===== config.mk =====
export PLATFORM = sky130hd
export DESIGN_NAME = shsalu_core
export DESIGN_NICKNAME = d
export VERILOG_FILES = /design/src/logic/shsalu_lane.v /design/src/logic/shsalu_core.v
export VERILOG_INCLUDE_DIRS = /design/src /design/src/logic
export SDC_FILE = /design/constraint.sdc
export NUM_CORES = 1
export LEC_CHECK = 0
export BUFFER_PORTS_ARGS = -buffer_cell sky130_fd_sc_hd__buf_2
export CORE_ASPECT_RATIO = 1.25
export CORE_MARGIN = 1
export CORE_UTILIZATION = 64
export DETAILED_ROUTE_END_ITERATION = 12
export PLACE_DENSITY_LB_ADDON = 0.05
export REMOVE_ABC_BUFFERS = 1
export SYNTH_ARGS = -nofsm -noshare
export SYNTH_HDL_FRONTEND = slang
export SYNTH_SLANG_ARGS = --single-unit

===== constraint.sdc =====
create_clock -name core_clk -period 2 [get_ports core_clk]
set_input_delay 0.2 -clock core_clk [delete_from_list [all_inputs] [get_ports core_clk]]
set_output_delay 0.2 -clock core_clk [all_outputs]
set_load 0.05 [all_outputs]

===== src/logic/shsalu_consts.vh =====
/*
 * Constants for the packed-lane halving/select datapath: operation codes,
 * lane widths and the result reset value. Definitions only; assumes inclusion
 * by bare name from the design files.
 */
`ifndef SHSALU_CONSTS_VH
`define SHSALU_CONSTS_VH

// Operation codes on op_sel
`define SHSALU_OP_W          3
`define SHSALU_OP_PICK       3'h0
`define SHSALU_OP_ADD_HALF   3'h1
`define SHSALU_OP_ADD_BYTE   3'h2
`define SHSALU_OP_ADD_SUB_X  3'h3
`define SHSALU_OP_SUB_ADD_X  3'h4
`define SHSALU_OP_DIFF_HALF  3'h5
`define SHSALU_OP_DIFF_BYTE  3'h6

// Register index width and lane geometry
`define SHSALU_REG_W         4
`define SHSALU_WORD_W        32
`define SHSALU_BYTE_W        8
`define SHSALU_HALF_W        16
`define SHSALU_LANE_FLAGS_W  4

// Reset value of the result register
`define SHSALU_RESULT_RST    32'h0000_0000

`endif


===== src/logic/shsalu_lane.v =====
/*
 * One signed halving lane: forms a +/- b one bit wider than the lane and
 * drops the low bit by an arithmetic shift right.
 * Assumes operands are two's complement and purely combinational use.
 */
`timescale 1ns/1ps

module shsalu_lane #(
   parameter W = 8                       // Lane width in bits
) (
   input  wire [W-1:0] a,                // Minuend or first addend
   input  wire [W-1:0] b,                // Subtrahend or second addend
   input  wire         sub,              // 1 selects a - b
   output wire [W-1:0] half              // Halved signed result
);

   wire [W:0] ext_a;
   wire [W:0] ext_b;
   wire [W:0] wide;

   // Sign extension by one bit keeps the sum exact
   assign ext_a = {a[W-1], a};
   assign ext_b = {b[W-1], b};
   assign wide  = sub ? (ext_a - ext_b) : (ext_a + ext_b);
   // Arithmetic shift right by one halves the value
   assign half  = wide[W:1];

endmodule // shsalu_lane


===== src/logic/shsalu_core.v =====
/*
 * Packed-lane halving add/subtract and byte-pick datapath for a processor
 * core. One registered result stage: an operation accepted at a rising edge
 * shows its result word and write request from that edge on, with a write
 * strobe of one cycle; result and index then stand until the next accepted
 * operation. Unused operation codes and failed conditions are dropped
 * without a write.
 * Assumes decode presents one operation per cycle with op_valid, that the
 * register file applies wr_en/wr_addr/result a cycle later, and that the
 * lane flag bits are kept by the flag logic outside. Operand indices of the
 * halving operations never name the stack pointer or program counter;
 * nothing here checks that.
 */
`timescale 1ns/1ps
`include "shsalu_consts.vh"

// Summary of operation
// - byte-pick takes first source byte when its lane flag is 1, else second.
// - without a destination field, the first source register is written.
// - byte-pick and halving adds leave all flags, lane flags included, unchanged.
// - halfword halving add sums two signed 16-bit lanes, halved per lane.
// - byte halving add sums four signed 8-bit lanes, halved per byte.
// - halving is an arithmetic right shift by one of each lane result.
// - add-sub-exchange top half is half of first top plus second bottom.
// - add-sub-exchange bottom half is half of first bottom minus second top.
// - sub-add-exchange top half is half of first top minus second bottom.
// - sub-add-exchange bottom half is half of first bottom plus second top.
// - both exchange operations leave all flags unchanged.
// - halving subtracts take second from first per lane, halve, keep flags.
module shsalu_core #(
   parameter REG_W = `SHSALU_REG_W       // Register index width
) (
   input  wire                            core_clk,         // Core clock
   input  wire                            rst_n,            // Async reset, active low
   input  wire                            op_valid,         // Operation issued this cycle
   input  wire [`SHSALU_OP_W-1:0]         op_sel,           // Operation code
   input  wire                            cond_pass,        // Condition code passed
   input  wire [`SHSALU_WORD_W-1:0]       first_src,        // First source value
   input  wire [`SHSALU_WORD_W-1:0]       second_src,       // Second source value
   input  wire [REG_W-1:0]                first_src_addr,   // First source index
   input  wire                            dest_given,       // Destination field present
   input  wire [REG_W-1:0]                dest_addr,        // Destination index
   input  wire [`SHSALU_LANE_FLAGS_W-1:0] lane_nonneg_flags, // Lane flags, read only
   output reg  [`SHSALU_WORD_W-1:0]       result,           // Result word
   output reg                             wr_en,            // Register write strobe
   output reg  [REG_W-1:0]                wr_addr,          // Register write index
   output wire                            flags_wr_en       // Flag update, never raised
);

   // Lane operands chosen per operation
   reg  [`SHSALU_WORD_W-1:0] byte_a;
   reg  [`SHSALU_WORD_W-1:0] byte_b;
   reg  [`SHSALU_WORD_W-1:0] half_a;
   reg  [`SHSALU_WORD_W-1:0] half_b;
   reg  [1:0]                half_sub;
   reg                       byte_sub;
   wire [`SHSALU_WORD_W-1:0] byte_half;
   wire [`SHSALU_WORD_W-1:0] half_half;
   wire [`SHSALU_WORD_W-1:0] pick_word;
   reg  [`SHSALU_WORD_W-1:0] next_result;
   wire                      is_known;

   // Decoded operation strobes and the write-back request
   wire                      op_pick;
   wire                      op_add_half;
   wire                      op_add_byte;
   wire                      op_add_sub_x;
   wire                      op_sub_add_x;
   wire                      op_diff_half;
   wire                      op_diff_byte;
   wire                      accept;
   reg  [REG_W-1:0]          next_wr_addr;

   // Lane counts across one word
   localparam N_BYTES  = `SHSALU_WORD_W / `SHSALU_BYTE_W;
   localparam N_HALVES = `SHSALU_WORD_W / `SHSALU_HALF_W;

   // None of these operations touch the flags
   assign flags_wr_en = 1'b0;

   // One strobe per decoded operation code
   assign op_pick      = (op_sel == `SHSALU_OP_PICK);
   assign op_add_half  = (op_sel == `SHSALU_OP_ADD_HALF);
   assign op_add_byte  = (op_sel == `SHSALU_OP_ADD_BYTE);
   assign op_add_sub_x = (op_sel == `SHSALU_OP_ADD_SUB_X);
   assign op_sub_add_x = (op_sel == `SHSALU_OP_SUB_ADD_X);
   assign op_diff_half = (op_sel == `SHSALU_OP_DIFF_HALF);
   assign op_diff_byte = (op_sel == `SHSALU_OP_DIFF_BYTE);

   // Codes outside the set above are dropped without a write
   assign is_known = op_pick | op_add_half | op_add_byte | op_add_sub_x
                   | op_sub_add_x | op_diff_half | op_diff_byte;

   // Taken only with a passed condition and a known code
   assign accept = op_valid & cond_pass & is_known;

   // Operand steering for the halfword and byte lanes
   always @* begin
      half_a   = first_src;
      half_b   = second_src;
      half_sub = 2'b00;
      byte_a   = first_src;
      byte_b   = second_src;
      byte_sub = 1'b0;
      case (op_sel)
         `SHSALU_OP_PICK: begin
            // Lane units unused; the pick path carries the result
            half_sub = 2'b00;
         end

         `SHSALU_OP_ADD_HALF: begin
            // Both halfword lanes add straight across
            half_sub = 2'b00;
         end

         `SHSALU_OP_ADD_BYTE: begin
            // All four byte lanes add straight across
            byte_sub = 1'b0;
         end

         `SHSALU_OP_ADD_SUB_X: begin
            // Top: first top + second bottom; bottom: first bottom - second top
            half_b   = {second_src[15:0], second_src[31:16]};
            half_sub = 2'b01;
         end

         `SHSALU_OP_SUB_ADD_X: begin
            // Top: first top - second bottom; bottom: first bottom + second top
            half_b   = {second_src[15:0], second_src[31:16]};
            half_sub = 2'b10;
         end

         `SHSALU_OP_DIFF_HALF: begin
            // Second source taken from the first in both halfword lanes
            half_sub = 2'b11;
         end

         `SHSALU_OP_DIFF_BYTE: begin
            // Second source taken from the first in all four byte lanes
            byte_sub = 1'b1;
         end

         default: begin
            // Unused code; the result is never written
            half_sub = 2'b00;
         end
      endcase
   end

   // Per-lane halving units and byte pick
   // Shared index for both lane loops
   genvar i;
   generate
      // Four byte lanes, each with its halving unit and pick multiplexer
      for (i = 0; i < N_BYTES; i = i + 1) begin : g_byte
         shsalu_lane #(
            .W    (`SHSALU_BYTE_W)
         ) u_lane (
            .a    (byte_a[i*8 +: 8]),
            .b    (byte_b[i*8 +: 8]),
            .sub  (byte_sub),
            .half (byte_half[i*8 +: 8])
         );
         // Lane flag steers this byte between the two sources
         assign pick_word[i*8 +: 8] = lane_nonneg_flags[i] ? first_src[i*8 +: 8]
                                                         : second_src[i*8 +: 8];
      end
      // Two halfword lanes for the halfword and exchange operations
      for (i = 0; i < N_HALVES; i = i + 1) begin : g_half
         shsalu_lane #(
            .W    (`SHSALU_HALF_W)
         ) u_lane (
            .a    (half_a[i*16 +: 16]),
            .b    (half_b[i*16 +: 16]),
            .sub  (half_sub[i]),
            .half (half_half[i*16 +: 16])
         );
      end
   endgenerate

   // Result selection
   always @* begin
      case (op_sel)
         `SHSALU_OP_PICK:      next_result = pick_word;
         `SHSALU_OP_ADD_HALF:  next_result = half_half;
         `SHSALU_OP_ADD_BYTE:  next_result = byte_half;
         `SHSALU_OP_ADD_SUB_X: next_result = half_half;
         `SHSALU_OP_SUB_ADD_X: next_result = half_half;
         `SHSALU_OP_DIFF_HALF: next_result = half_half;
         `SHSALU_OP_DIFF_BYTE: next_result = byte_half;
         default:              next_result = result;      // Unused code, never written
      endcase
   end

   // Destination falls back to the first source index
   always @* begin
      next_wr_addr = dest_given ? dest_addr : first_src_addr;
   end

   // Result stage and write-back request
   always @(posedge core_clk or negedge rst_n) begin
      if (!rst_n) begin
         // Registers clear to idle: no write pending
         result  <= `SHSALU_RESULT_RST;
         wr_en   <= 1'b0;
         wr_addr <= {REG_W{1'b0}};
      end else begin
         wr_en <= accept;
         // Result and index hold when nothing is taken
         if (accept) begin
            result  <= next_result;
            wr_addr <= next_wr_addr;
         end
      end
   end

endmodule // shsalu_core


==> results of run 1 <==
-- stage by stage --
step | setup TNS [ps] | hold slack (ps)
after detailed placement | -45760 | 302.5
after global placement | -41610 | 291.9
after floorplan | -51480 | -95.59
-- cell families after synthesis --
family                     synth area share
AOI/OAI and AO/OA                    0.2898
and+or+nand+nor                      0.1942
buffers and inverters               0.06867
xor gates and xnor gates             0.1262
adders and majority gates            0.1245
muxes                               0.07104
DFF                                  0.1252
other                             0.0005070
==> metrics.md, run 1 <==
| Metric | Value |
|---|---|
| Outcome | did not finish |
| Last stage | 4_1_cts |
| Error message | [ERROR DPL-0038] Utilization greater than 100%, impossible to legalize |
| PostCTS Resize Cnt | 182 |
| Clk sinks | 37 |
| Place WS | -1754 ps |
| CTS buffer count | 5 |
| Number of flops mapped to enable cells by yosys | 0 |
| Dpl cell area | just over 0.01 mm^2 |
| Top-count cell post-synth | o21ai_0 |
| Yosys reg bits | 37 |
| Most instantiated cells after synthesis | o21ai_0 (86), a21oi_1 (83), nand2_1 (74), nor2_1 (66) |
| Site row count | between 40 and 50 |
| RePlAce Congestion | a little under 1 |
| Post-DP HPWL | approximately 24000 um |
| Sequential area share after synthesis | 0.1252 |
| Die Span Y | ~120 um |
| Cells after DPL | about 1500 |
| Library cells used by synthesis | between 80 and 90 |
| Primary FF master, synth | dfrtp_1 |
| Synth Area per Inst | approximately 7.5 um^2 |
| Die width | slightly below 100 um |
| CTS Hold Bufs | 1 |
| Ys Warns | 0 |
| Gate Count Post-Synth | 990 |
| Synthesized area | 0.007397 mm^2 |
| Async SR Flop Fraction | 1.000 |
| Htree depth | 2 |
| # Post-CTS Setup Buffers | 43 |
| Max Buffers Root-to-Sink | 2 |
| PortBufs | 120 |
| Ports | ~120 |
| Initial Util | 0.6610 |
| Area contributors post-synth | dfrtp_1 (13%), ha_1 (11%), xnor2_1 (7.6%) |
| Leading area contributor after synthesis | dfrtp_1 |
| Clk root buf | clkbuf_16 |
| Top cell type's share of synthesized area | 0.1252 |
==> run 2: changes to the inputs <==
Settings changed: CORE_ASPECT_RATIO 1.25 to unset, CORE_UTILIZATION 64 to 40, PLACE_DENSITY_LB_ADDON 0.05 to 0.15.
==> run 2 against run 1 <==
Compared with the run above:
- the flow now finishes, with violations (negative hold slack, negative setup slack)
- area after synthesis did not move
- synthesized cell count did not move
==> metrics.md, run 2 <==
| Metric | Value |
|---|---|
| Via count | ~9000 |
| Core Footprint | 0.01802 mm^2 |
| Clock Skews | 0 ps |
| Critical Path Max Stage Delay | approximately 310 ps |
| Setup violators final | 32 |
| GRT Total Usage | 0.2925 |
| Vias in the first global route | 8651 |
| WP data required | 2210 ps |
| Critical Path AT | about 3500 ps |
| Htree depth | 2 (unchanged) |
| Max Buffers Root-to-Sink | 2 (unchanged) |
| MaxCap Viol Count | 0 |
| Antenna violations before repair | 0 |
| Yosys reg bits | 37 (unchanged) |
| Ys Warns | 0 (unchanged) |
| Crit-path most repeated cell | buf_4 |
| Reg clk slew, reported paths | ~70 ps |
| DR iter-0 viols | roughly 490 |
| Die width | 138.0 um (+41%) |
| Most common cell after layout, fill and taps aside | buf_4 |
| Post-DP HPWL | 21880 um (-7.7%) |
| Gate Count Post-Synth | 990 (unchanged) |
| Top delay family on crit path | compound AO/OA/AOI/OAI gates |
| Place WS | -1787 ps (-33.80 ps) |
| Area Growth Syn to Fin | 57.58% |
| Routed length on met2 | between 10000 and 15000 um |
| TritonCTS clock tree | yes |
| Routed vias/inst | between 5 and 6 |
| Top cell type's share of synthesized area | 0.1252 (unchanged) |
| Met1 wire length | 12390 um |
| Synth Area per Inst | 7.472 um^2 (unchanged) |
| Hold slack final | -13.58 ps |
| Type of the most critical hold path | input pin to async pin |
| Fillers | between 1500 and 2000 |
| Async SR Flop Fraction | 1.000 (unchanged) |
| Top-count cell post-synth | o21ai_0 |
| Most instantiated cells after synthesis | o21ai_0 (86), a21oi_1 (83), nand2_1 (74), nor2_1 (66) |
| Critical path peak fanout | 17 |
| CP Buf/Inv Count | 6 |
| Slew Viols, Final | 0 |
| Slew @ Worst Pin | about 800 ps |
| Crit path kind | input pin to flip-flop |
| Final period utilization | 1.628 |
| Pin count of the biggest net entering global routing | 33 |
| Fin nets | approximately 1500 |
| Site row count | 49 (+14%) |
| Final Hold Vio Count | 10 |
| Ports | 122 (unchanged) |
| CTS buffer count | 5 (unchanged) |
| Primary FF master, synth | dfrtp_1 |
| Crit-path cells | buf_12, buf_12, nor2b_4, o21ai_2, o211ai_1, buf_4, nand2_4, and2b_2, nor2_2, xnor2_1, ha_2, o21a_1, o2111ai_4, buf_4, inv_1, and3_4, a21oi_2, buf_4, a21oi_2, xnor2_1, o31ai_1 |
| Fmax | approximately 300 MHz |
| Setup tns final | -28780 ps |
| DR top layer | met4 |
| Startpoint Class | input pin |
| First-pass DRT Iterations | 5 |
| Final Critical Period | 3256 ps |
| RSZ-0062 raised after global routing | yes |
| DR WL/cell | between 15 and 20 um |
| Critical Path End Type | flip-flop |
| CP max stage cell | ha_2 |
| Final core occ | 0.6467 |
| Worst skew pair latency | approximately 290 ps |
| Failing checks | negative hold slack, negative setup slack |
| Die ar. | about 0.019 mm^2 |
| Most flops, register | result |
| Global-route wire length before repair | 43340 um |
| Most frequent cells in the layout | buf_4 (322), buf_2 (116), nand2_1 (69) |
| Number of flops mapped to enable cells by yosys | 0 (unchanged) |
| Outcome | finished, violations left |
| Synthesized area | 0.007397 mm^2 (unchanged) |
| PortBufs | 120 (unchanged) |
| Ant. Diodes | 0 |
| Pwr/cell area | roughly 640 mW/mm^2 |
| Die Span Y | 138.0 um (+13%) |
| Initial Util | 0.4104 (-0.2506) |
| Clk sinks | 37 (unchanged) |
| RePlAce Congestion | 0.9994 (+3.2%) |
| Slack of the critical path | -1256 ps |
| Area contributors post-synth | dfrtp_1 (13%), ha_1 (11%), xnor2_1 (7.6%) |
| Leakage power | between 5 and 6 nW |
| Max_slew headroom | 0.4669 |
| Leading area contributor after synthesis | dfrtp_1 |
| # DRC | 0 |
| Final WL | 28530 um |
| Antenna-violating nets left | 0 |
| Sequential area share after synthesis | 0.1252 (unchanged) |
| Proportion of layout cells with a drive suffix above 1 | 0.4484 |
| Max reg flops | 32 |
| Biggest regs | result (32), wr_addr (4), wr_en (1) |
| Grt total ovfl | 0 |
| Worst VDD drop | 0.4651 mV |
| Library cells used by synthesis | 86 (unchanged) |
| Metal3 WL | 1529 um |
| Clk root buf | clkbuf_16 |
## run 2: cell type report
| class | count | area [um^2] | share of cell area |
|---|---|---|---|
| clock buffers | 7 | 142.6 | 0.01224 |
| multi-input cells | 839 | 6675 | 0.5727 |
| flip-flops and latches | 37 | 925.9 | 0.07943 |
| well taps | 229 | 286.5 | 0.02458 |
| clock inverters | 1 | 30.03 | 0.002576 |
| inverters | 44 | 170.2 | 0.01460 |
| repair buffers | 468 | 3426 | 0.2939 |
## run 2: repair_timing
| item | in CTS | in global routing |
|---|---|---|
| gates cloned | 2 | 0 |
| setup buffers | 17 | 21 |
| endpoints found under the setup margin | 32 | 32 |
| hold buffers | 0 | 0 |
| gates resized for setup | 126 | 93 |
| pin swaps | 84 | 61 |
## run 2: routing by layer
metal | vias up | global-route usage
li1 | 4438 | -
met1 | 4201 | 0.3690
met2 | 291 | 0.5197
met3 | 62 | 0.03070
met4 | 0 | 0.08696
met5 | - | 0
## run 2: kinds of logic (layout without fill, tap and decap cells)
group,Yosys count,count (layout),synth area share
AOI/OAI and AO/OA,331,331,0.2898
and+or+nand+nor,281,281,0.1942
buffers and inverters,114,520,0.06867
xor gates and xnor gates,105,105,0.1262
adders and majority gates,70,70,0.1245
muxes,51,51,0.07104
DFF,37,37,0.1252
other,1,1,0.0005070
## run 2: power by group
part           internal (W)  switching (W)  leakage (nW)
registers          0.000945      0.0000971         0.447
logic               0.00245        0.00298          5.05
clock network      0.000625       0.000366        0.0841
## run 2: worst paths after layout
path	slack, ps	end	from	cells after the start
min in group core_clk	200	wr_addr[3]	first_src_addr[3]	3
worst max-delay path	-1260	result[30]	op_sel[0]	21
worst min-delay path	-10	result[16]	rst_n	1
worst min register to register	470	wr_addr[3]	wr_addr[3]	2
worst max register to register	950	result[14]	result[14]	5
max in group asynchronous	1350	result[23]	rst_n	2
## run 2: stage by stage
stage,std cells,power [W],cell area [um^2],hold WS [ps]
final,1625,0.007462,11660,-13.58
after global routing,1625,0.007967,11660,26.23
after CTS,1606,0.007038,11120,10.01
after detailed placement,1579,0.005722,10310,325.3
after global placement,1579,0.005681,10310,325.6
after floorplan,920,0.003870,7054,-95.59
Power figures use the tool's default switching activity.
==> run 3: changes to the inputs <==
--- a/config.mk
+++ b/config.mk
@@ -8,4 +8,6 @@
 export LEC_CHECK = 0
 export BUFFER_PORTS_ARGS = -buffer_cell sky130_fd_sc_hd__buf_2
+export CELL_PAD_IN_SITES_DETAIL_PLACEMENT = 0
+export CELL_PAD_IN_SITES_GLOBAL_PLACEMENT = 1
 export CORE_MARGIN = 1
 export CORE_UTILIZATION = 40
==> constraint.sdc (replaced) <==
create_clock -name core_clk -period 2 [get_ports core_clk]
set_input_delay 0.4 -clock core_clk [delete_from_list [all_inputs] [get_ports core_clk]]
set_output_delay 0.4 -clock core_clk [all_outputs]
set_load 0.05 [all_outputs]
==> run 3 against run 2 <==
Compared with the run above:
- the flow finishes with violations (negative setup slack)
- register-to-register slack worse by 80 ps
- clock-buffer cell count decreased by 2
- maximum frequency shrank 9.7%
- clock power shrank 14%
- largest power group unchanged
==> metrics.md, run 3 (synthesis results as in run 2) <==
| Metric | Value |
|---|---|
| Outcome | finished, violations left |
| Antenna violations before repair | 0 (unchanged) |
| Worst VDD drop | 0.4245 mV (-8.7%) |
| Crit path kind | input pin to flip-flop |
| Dpl cell area | 0.01041 mm^2 (+0.92%) |
| WP data required | 2190 ps (-20 ps) |
| Initial Util | 0.4104 (unchanged) |
| Post-DP HPWL | 22440 um (+2.6%) |
| Critical Path AT | 3800 ps (+330 ps) |
| Final WL | 29910 um (+4.9%) |
| Clk root buf | clkbuf_16 |
| GRT Total Usage | 0.3053 (+0.01275) |
| Fmax | 277.3 MHz (-9.7%) |
| Fillers | 1549 (-5.0%) |
| Proportion of layout cells with a drive suffix above 1 | 0.4796 (+0.03121) |
| Reg clk slew, reported paths | 70 ps (about the same) |
| Final Critical Period | 3607 ps (+350.1 ps) |
| CP Buf/Inv Count | 5 (-1) |
| Setup crit start | op_sel[0] |
| First-pass DRT Iterations | 5 (unchanged) |
| Most common cell after layout, fill and taps aside | buf_4 |
| Critical path peak fanout | 4 (-13) |
| Reg2reg start | result[14] |
| Setup violators final | 32 (unchanged) |
| Htree depth | 2 (unchanged) |
| Hold slack final | 41.22 ps (+54.81 ps) |
| Max Buffers Root-to-Sink | 2 (unchanged) |
| Die ar. | 0.01904 mm^2 (unchanged) |
| Worst skew pair latency | 300 ps (about the same) |
| Leakage power | 5.809 nW (+4.1%) |
| Type of the most critical hold path | input pin to async pin |
| Pwr/cell area | 625.3 mW/mm^2 (-2.3%) |
| Clock Skews | 0 ps (unchanged) |
| Crit-path cells | buf_8, buf_12, buf_6, and3b_2, or4_4, a32oi_2, buf_4, buf_4, and2_4, nor2_1, xnor2_1, ha_1, a21o_1, a21o_1, a31oi_4, o21bai_1, xor2_1, a221oi_1, o21ai_1 |
| Ports | 122 (unchanged) |
| Global-route wire length before repair | 44700 um (+3.1%) |
| Finished Cell Area | 0.01215 mm^2 (+4.3%) |
| Routed vias/inst | 5.588 (+0.98%) |
| Place WS | -2028 ps (-240.9 ps) |
| Clk sinks | 37 (unchanged) |
| DR iter-0 viols | 436 (-10%) |
| Via count | 9242 (+2.8%) |
| Critical Path End Type | flip-flop |
| CTS buffer count | 5 (unchanged) |
| Worst path depth | 19 (-9.5%) |
| Slew Viols, Final | 0 (unchanged) |
| RePlAce Congestion | 0.9081 (-9.1%) |
| Pin count of the biggest net entering global routing | 33 (unchanged) |
| Grt total ovfl | 0 (unchanged) |
| Critical Path Max Stage Delay | 530 ps (+220 ps) |
| RSZ-0062 raised after global routing | yes |
| Site row count | 49 (unchanged) |
| Vias in the first global route | 8924 (+3.2%) |
| CP max stage cell | or4_4 |
| Worst Setup EP | result[13] |
| PortBufs | 120 (unchanged) |
| Fin nets | 1577 (+1.8%) |
| CTS Hold Bufs | 0 (unchanged) |
| Core Footprint | 0.01802 mm^2 (unchanged) |
| Startpoint Class | input pin |
| FF-to-FF setup slack | 870 ps (-80 ps) |
| Biggest regs | result (32), wr_addr (4), wr_en (1) |
| Most flops, register | result |
| TritonCTS clock tree | yes |
| Max reg flops | 32 (unchanged) |
| Die Span Y | 138.0 um (unchanged) |
| Final Hold Vio Count | 0 (-10) |
| Top delay family on crit path | compound AO/OA/AOI/OAI gates |
| Final period utilization | 1.803 (+0.1751) |
| Area Growth Syn to Fin | 64.31% |
| Die width | 138.0 um (unchanged) |
| Slack of the critical path | -1607 ps (-350.1 ps) |
| Total Power | 0.007600 W (+1.8%) |
| Antenna-violating nets left | 0 (unchanged) |
| Reg2Reg Depth | 5 (unchanged) |
| MaxCap Viol Count | 0 (unchanged) |
| Most frequent cells in the layout | buf_4 (341), buf_2 (117), nand2_1 (66) |
| Failing checks | negative setup slack |
| FF-to-FF End | result[14] |
| DR WL/cell | 18.09 um (+3.0%) |
| # DRC | 0 (unchanged) |
## run 3: cell count changes in the layout (fill, tap and decap cells not counted), sizes merged
cell,before,now
buf,467,492
bufbuf,1,2
bufinv,1,0
clkinv,2,3
clkinvlp,1,3
diode,0,1
## run 3: power breakdown
part	switching, W	internal (W)	total (W)
clock	0.000397	0.000460	0.000856
combinational	0.00309	0.00260	0.00570
sequential	0.000105	0.000944	0.00105
total	0.00359	0.00401	0.00760
## run 3: how the worst min path moves through the flow
stage / endpoint / slack (ps) / cells past startpoint
floorplan: result[0] / 100 / 0
global placement: result[1] / 380 / 1
detailed placement: result[1] / 390 / 1
CTS: result[1] / 60 / 1
global route: result[1] / 90 / 1
finish: result[1] / 40 / 1
## run 3: cell type report
| type | instances | area [um^2] | share of cell area |
|---|---|---|---|
| Clock buffer | 5 | 125.1 | 0.01029 |
| Tap cell | 229 | 286.5 | 0.02357 |
| Clock inverter | 3 | 17.52 | 0.001441 |
| Sequential cell | 37 | 925.9 | 0.07618 |
| Antenna cell | 1 | 2.502 | 0.0002059 |
| Timing Repair Buffer | 496 | 3712 | 0.3054 |
| Multi-Input combinational cell | 839 | 6912 | 0.5687 |
| Inverter | 44 | 172.7 | 0.01421 |
## run 3: timing repair
item / 4_1_cts / 5_1_grt
pin swaps: 89 / 113
setup buffers: 24 / 36
gates cloned: 2 / 2
gates resized for setup: 136 / 131
endpoints found under the setup margin: 32 / 32
## run 3: routing by layer
metal,part of all wire,GRT usage,vias up
met5,0,0,-
met4,0.029,0.1232,0
met1,0.43,0.3773,4406
met3,0.042,0.03582,64
met2,0.50,0.5344,270
li1,-,-,4502
## run 3: stage by stage
stage	util	setup TNS, ps	std cells
floorplan	-	-58200	920
global placement	0.5775	-53340	1585
detailed placement	0.5775	-54850	1585
CTS	0.6253	-37910	1617
global route	0.6742	-44020	1653
finish	0.6743	-39330	1654
## run 3: worst register-to-register path: stages (launching register included)
cell and delay (ps):
dfrtp_1 390, nor2_1 170, inv_1 80, nand3_1 90, nor2_1 50, a211o_1 250
